==> src/common/i2c_port_pkg.sv <==
package i2c_port_pkg;
  // fixed 7-bit slave address, pattern 0110111
  localparam logic [6:0] SLAVE_ADDR = 7'h37;
  localparam int REG_COUNT = 4;
  localparam int DATA_W = 8;
  localparam int IDX_W = 2;
  // register that holds the sink enables
  localparam logic [7:0] BL_ENABLE_IDX = 8'h01;
  localparam logic [7:0] REG_RESET_VALUE = 8'h00;
  localparam logic [3:0] BIT_LAST = 4'h7;
  localparam logic [3:0] BIT_ACK = 4'h8;
  localparam logic [3:0] BIT_ZERO = 4'h0;
  localparam int BL_EN_W = 4;
endpackage

==> src/rtl/i2c_slave_register_port.sv <==
`timescale 1ns/10ps
// Functional notes
// - only 7-bit addressing; slave only, no 10-bit or CBUS
// - own address fixed at 0110111, then a direction bit
// - eighth bit low means write, high means read
// - four 8-bit registers reachable over the port
// - works at 100 kbit/s and 400 kbit/s
// - write: addr, ack, index, ack, data, ack, stop
// - combined read returns register chosen by preceding index
// - index pointer set by index-only write, kept across stop
// - later read returns register at stored pointer
// - no auto increment; one register per transfer
// - start and stop frame transfers; repeated start accepted
// - register 0x01 holds four active-high sink enables, default low
module i2c_slave_register_port
  import i2c_port_pkg::*;
(
  input wire logic CLK_I, // 40 MHz system clock
  input wire logic RST_B_I, // sync reset, active low
  input wire logic SCL_I, // serial clock from master
  input wire logic SDA_I, // serial data line level
  output logic SDA_O, // serial data drive value (always low)
  output logic SDA_OE_B_O, // low while pulling data line low
  output logic [BL_EN_W-1:0] BL_EN_O, // backlight sink enables
  output logic [DATA_W-1:0] REG0_O, // register 0 contents
  output logic [DATA_W-1:0] REG2_O, // register 2 contents
  output logic [DATA_W-1:0] REG3_O // register 3 contents
);
  // one-hot codes keep each state decode down to a single flop
  typedef enum logic [5:0] {
    ST_IDLE = 6'b000001,
    ST_ADDR = 6'b000010,
    ST_INDEX = 6'b000100,
    ST_WDATA = 6'b001000,
    ST_RDATA = 6'b010000,
    ST_RACK = 6'b100000
  } state_e;

  logic scl, scl_rise, scl_fall;
  logic sda, sda_rise, sda_fall;
  state_e state_reg, state_next;
  logic [3:0] bit_reg, bit_next;
  logic [DATA_W-1:0] shift_reg, shift_next;
  logic [IDX_W-1:0] ptr_reg, ptr_next;
  logic lead_reg, lead_next;
  logic rd_reg, rd_next;
  logic drive_reg, drive_next;
  logic oe_b_reg, oe_b_next;
  logic [DATA_W-1:0] regs_reg [REG_COUNT];
  logic [DATA_W-1:0] regs_next [REG_COUNT];
  logic [DATA_W-1:0] tx_byte;
  logic start_cond, stop_cond;

  // sampled bus lines
  // both lines share one sync depth, so start and stop keep their order
  i2c_line_sync u_scl_sync (
    .clk_i(CLK_I),
    .rst_b_i(RST_B_I),
    .line_i(SCL_I),
    .line_o(scl),
    .rise_o(scl_rise),
    .fall_o(scl_fall)
  );

  i2c_line_sync u_sda_sync (
    .clk_i(CLK_I),
    .rst_b_i(RST_B_I),
    .line_i(SDA_I),
    .line_o(sda),
    .rise_o(sda_rise),
    .fall_o(sda_fall)
  );

  // framing conditions: data moves while clock is high
  // start stop framing
  assign start_cond = scl & sda_fall;
  assign stop_cond = scl & sda_rise;

  // the register at the pointer; no increment anywhere
  // single register access
  assign tx_byte = regs_reg[ptr_reg];

  // protocol state machine; an unknown state returns to idle
  always_comb begin
    state_next = state_reg;
    bit_next = bit_reg;
    shift_next = shift_reg;
    ptr_next = ptr_reg;
    lead_next = lead_reg;
    rd_next = rd_reg;
    drive_next = drive_reg;
    for (int i = 0; i < REG_COUNT; i++) begin
      regs_next[i] = regs_reg[i];
    end
    if (start_cond) begin
      state_next = ST_ADDR;
      bit_next = BIT_ZERO;
      lead_next = 1'b1;
      drive_next = 1'b0;
    end else if (stop_cond) begin
      // pointer kept across stop
      // a stop also ends a byte that the master cut short
      state_next = ST_IDLE;
      drive_next = 1'b0;
    end else if (scl_rise && state_reg != ST_IDLE) begin
      // sample a data bit or the master's ack
      if (bit_reg < BIT_ACK) begin
        shift_next = {shift_reg[DATA_W-2:0], sda};
      end else if (state_reg == ST_RACK) begin
        // master nack ends the read
        // an ack from the master ends it too: one byte per read
        state_next = ST_IDLE;
      end
    end else if (scl_fall && state_reg != ST_IDLE) begin
      drive_next = 1'b0;
      if (lead_reg) begin
        // the fall that closes a start carries no bit, so it is not counted
        lead_next = 1'b0;
      end else if (bit_reg == BIT_LAST) begin
        bit_next = BIT_ACK;
        case (state_reg)
          ST_ADDR: begin
            if (shift_reg[DATA_W-1:1] == SLAVE_ADDR) begin
              drive_next = 1'b1;
              rd_next = shift_reg[0];
            end else begin
              // stay silent until the next start; another slave owns the bus
              state_next = ST_IDLE;
            end
          end
          ST_INDEX: begin
            drive_next = 1'b1;
            // load index pointer
            // indexes above three alias onto the low two bits
            ptr_next = shift_reg[IDX_W-1:0];
          end
          ST_WDATA: begin
            drive_next = 1'b1;
            regs_next[ptr_reg] = shift_reg;
          end
          ST_RDATA: begin
            state_next = ST_RACK;
          end
          default: begin
            state_next = ST_IDLE;
          end
        endcase
      end else if (bit_reg == BIT_ACK) begin
        bit_next = BIT_ZERO;
        case (state_reg)
          ST_ADDR: begin
            if (rd_reg) begin
              state_next = ST_RDATA;
              drive_next = ~tx_byte[DATA_W-1];
            end else begin
              state_next = ST_INDEX;
            end
          end
          ST_INDEX: state_next = ST_WDATA;
          // one data byte only; further bytes are ignored
          ST_WDATA: state_next = ST_IDLE;
          default: state_next = ST_IDLE;
        endcase
      end else begin
        bit_next = bit_reg + 4'h1;
        if (state_reg == ST_RDATA) begin
          drive_next = ~tx_byte[3'(BIT_LAST - bit_reg) - 3'h1];
        end
      end
    end
    // the pin enable has its own flop so the output comes straight off a register
    oe_b_next = ~drive_next;
  end

  // state registers; registers reset to zero so sinks start disabled
  always_ff @(posedge CLK_I) begin
    if (!RST_B_I) begin
      state_reg <= ST_IDLE;
      bit_reg <= BIT_ZERO;
      shift_reg <= '0;
      ptr_reg <= '0;
      lead_reg <= 1'b0;
      rd_reg <= 1'b0;
      drive_reg <= 1'b0;
      oe_b_reg <= 1'b1;
      for (int i = 0; i < REG_COUNT; i++) begin
        regs_reg[i] <= REG_RESET_VALUE;
      end
    end else begin
      state_reg <= state_next;
      bit_reg <= bit_next;
      shift_reg <= shift_next;
      ptr_reg <= ptr_next;
      lead_reg <= lead_next;
      rd_reg <= rd_next;
      drive_reg <= drive_next;
      oe_b_reg <= oe_b_next;
      for (int i = 0; i < REG_COUNT; i++) begin
        regs_reg[i] <= regs_next[i];
      end
    end
  end

  // open drain: only ever pull low
  assign SDA_O = 1'b0;
  assign SDA_OE_B_O = oe_b_reg;
  assign BL_EN_O = regs_reg[BL_ENABLE_IDX[IDX_W-1:0]][BL_EN_W-1:0];
  assign REG0_O = regs_reg[0];
  assign REG2_O = regs_reg[2];
  assign REG3_O = regs_reg[3];
endmodule

==> src/rtl/i2c_line_sync.sv <==
`timescale 1ns/10ps
module i2c_line_sync
  import i2c_port_pkg::*;
(
  input wire logic clk_i, // system clock
  input wire logic rst_b_i, // sync reset, active low
  input wire logic line_i, // asynchronous line
  output logic line_o, // synchronised level
  output logic rise_o, // rising edge pulse
  output logic fall_o // falling edge pulse
);
  logic meta_reg, meta_next;
  logic sync_reg, sync_next;
  logic last_reg, last_next;

  // two flops then one more for edge detect; meta_reg feeds only sync_reg
  always_comb begin
    meta_next = line_i;
    sync_next = meta_reg;
    last_next = sync_reg;
  end

  // idle bus is high, so reset to one avoids a false edge
  always_ff @(posedge clk_i) begin
    if (!rst_b_i) begin
      meta_reg <= 1'b1;
      sync_reg <= 1'b1;
      last_reg <= 1'b1;
    end else begin
      meta_reg <= meta_next;
      sync_reg <= sync_next;
      last_reg <= last_next;
    end
  end

  assign line_o = sync_reg;
  assign rise_o = sync_reg & ~last_reg;
  assign fall_o = ~sync_reg & last_reg;
endmodule

==> config.mk <==
export PLATFORM = sky130hd
export DESIGN_NAME = i2c_slave_register_port
export DESIGN_NICKNAME = d
export VERILOG_FILES = /design/src/common/i2c_port_pkg.sv /design/src/rtl/i2c_slave_register_port.sv /design/src/rtl/i2c_line_sync.sv
export SDC_FILE = /design/constraint.sdc
export NUM_CORES = 1
export LEC_CHECK = 0
export BUFFER_PORTS_ARGS = -buffer_cell sky130_fd_sc_hd__buf_4
export CAP_MARGIN = 5
export CORE_AREA = 3 3 85 71
export DETAILED_ROUTE_END_ITERATION = 8
export DIE_AREA = 0 0 88 74
export PLACE_DENSITY_LB_ADDON = 0.2
export SLEW_MARGIN = 20
export SYNTH_ARGS = -nofsm -noshare
export SYNTH_HDL_FRONTEND = slang
export SYNTH_SLANG_ARGS = --single-unit
==> constraint.sdc <==
create_clock -name CLK_I -period 2.6 [get_ports CLK_I]
set_input_delay 0.52 -clock CLK_I [delete_from_list [all_inputs] [get_ports CLK_I]]
set_output_delay 0.52 -clock CLK_I [all_outputs]
set_load 0.01 [all_outputs]
==> run metrics <==
mean post-synth cell area 9.803 um^2; unrepaired setup endpoints after global routing false; Worst EP arrival 2.41 ns; CP required 2.84 ns; Final Non-Filler Cells 407; prevailing post-synth register cell dfxtp_1; vias in the first global route 2244; chip height 74 um; Detailed Place HPWL 4872 um; CTS tree built; Vias 2419; number of I/O port buffers 32; Core Area 5315 um^2; post-synth top area cell dfxtp_1; global-route wire length before repair 11630 um; clock transition at the registers of the reported paths 0.08 ns; ys async rst share 0%; max FFs per register 32; GRT Total Usage 23.67%; FF+latch count, synth 64; CTS Buf Count 9; CTS resizes 0; FF+latch area 1281 um^2; H-tree depth 3; final hold violation count 0; Slew Limit Fails 0; final core utilization 65.23%; CTS Sinks 64; # DRC 0; Peak supply drop 0.4633 mV; most common cell after layout, fill and taps aside dfxtp_1; synthesis-to-finish area growth 14.46%; sequential share of the synthesized area 42.30%; largest net degree at the start of global routing 44; Lkg Pwr 0.001543 uW; Detailed Routing Iterations Pass 1 4; Synth Warn # 0; FMAX 461.2 MHz; Multi-input gate area 1612 um^2; clock buffer depth 2; row cnt 24; post-synth top area share 42.30%; number of library cell types mapped by synthesis 53; GRT Residual Overflow 0; Fillers 459; run status complete, no violations; Max-Slew Margin vs Limit 54.97%; CP max FO 9; Final setup violation count 0; effective utilization at floorplan 56.99%; max cap viols 0; Mapped Cells 309; Synth area leaders dfxtp_1 (42%), mux2i_1 (14%), mux4_2 (6.7%), nor2_1 (5.9%), nand2b_1 (1.9%); Final period util 83.39%; Hold WC Path Type primary input to flop; Least-Margin Pin Slew 0.6699 ns; CP endpoint kind flop; Ports 34; Period minus WS final 2.168 ns; commonest non-fill, non-tap cells in the layout dfxtp_1 (64), nor2_1 (48), mux2i_1 (43); Clock Latency Late Sink 0.34 ns; synthesized cell area 3029 um^2; vias per std cell 5.943; Setup Fix Bufs, Post-CTS 0; initial antenna violation count 0; placed cell count 391; Die W 88 um; Post-layout nets 343; Max Clock Skew 0.01193 ns; final wirelength 6968 um; EDFF count, synth 0; Routed WL per cell 17.12 um; Post-CTS Hold Buffers 0; DRT iter0 DRCs 175; gp weighted congestion 0.8486; PwrDens 521.7 nW/um^2; share of cells above drive strength 1 21.05%; flop2flop setup slack 0.43 ns; clock root buffer clkbuf_8; syn_nets 315; startpoint types flop; Detail Route Antenna Nets 0; post-route setup TNS 0 ns; Die ar. 6512 um^2; critical path class flop to flop; Inserted Diodes 0
-- cell usage after synthesis, types with 5 or more instances --
| master | count |
|---|---|
| nor3_1 | 6 |
| mux4_2 | 9 |
| dfxtp_1 | 64 |
| nand2_1 | 11 |
| nor2_1 | 48 |
| mux2i_1 | 43 |
| nand3_1 | 10 |
| nor3b_1 | 5 |
| a21oi_1 | 10 |
| clkbuf_1 | 12 |
| nor2b_1 | 5 |
| nand2b_1 | 9 |
| buf_4 | 5 |
-- per-stage QoR --
step           worst slack, ns  power [uW]  hold slack (ns)  cell area (um^2)
2_1_floorplan           0.5916        1059           0.3863              3029
3_3_place_gp            0.4608        1074           0.3891              3293
3_5_place_dp            0.4629        1074           0.3968              3293
4_1_cts                 0.4468        1823           0.3415              3467
5_1_grt                 0.2405        1877           0.3478              3467
6_report                0.4319        1809           0.3598              3467
-- final timing paths --
| path | start | to | depth (start not counted) |
|---|---|---|---|
| worst min-delay path | SCL_I | u_scl_sync.meta_reg | 2 |
| worst max register to register | state_reg[1] | SDA_OE_B_O | 5 |
| worst min register to register | u_scl_sync.meta_reg | u_scl_sync.line_o | 1 |
| worst max-delay path | state_reg[1] | SDA_OE_B_O | 5 |
-- cell type report --
class / count / share of cell area (%)
Inverter: 5 / 0.5413
Sequential cell: 64 / 36.95
Clock inverter: 5 / 0.9383
Tap cell: 65 / 2.346
Clock buffer: 11 / 4.078
Multi-Input combinational cell: 217 / 46.48
Timing Repair Buffer: 40 / 8.661
-- worst max-delay path, cell delays in order (launching register included) --
cell,delay [ns]
dfxtp_1,0.41
or4_4,0.62
o21ai_2,0.21
o21ai_1,0.14
or4_1,0.52
o22a_1,0.17
-- cells by family after synthesis --
family,after synthesis,synth area share [%]
AOI/OAI and AO/OA,36,8.055
muxes,52,20.90
other,1,0.1238
DFF,64,42.30
adders and majority gates,2,0.8260
xor gates and xnor gates,4,1.157
buffers and inverters,28,4.502
and+or+nand+nor,122,22.14
-- layer usage --
layer	GRT usage (%)	routed length, um	up-vias
met3	7.530	507	10
met5	0	0	-
met1	34.38	3297	1166
met4	6.133	108	0
met2	34.20	3055	84
li1	-	-	1159
-- report_power, final --
group	total (uW)	leakage [uW]	switching, uW	internal, uW
Sequential	995	0.000517	8.62	986
Combinational	57.1	0.000944	36.3	20.9
Clock	757	0.0000813	388	368
Total	1810	0.00154	433	1380
(Power assumes the default switching activity.)
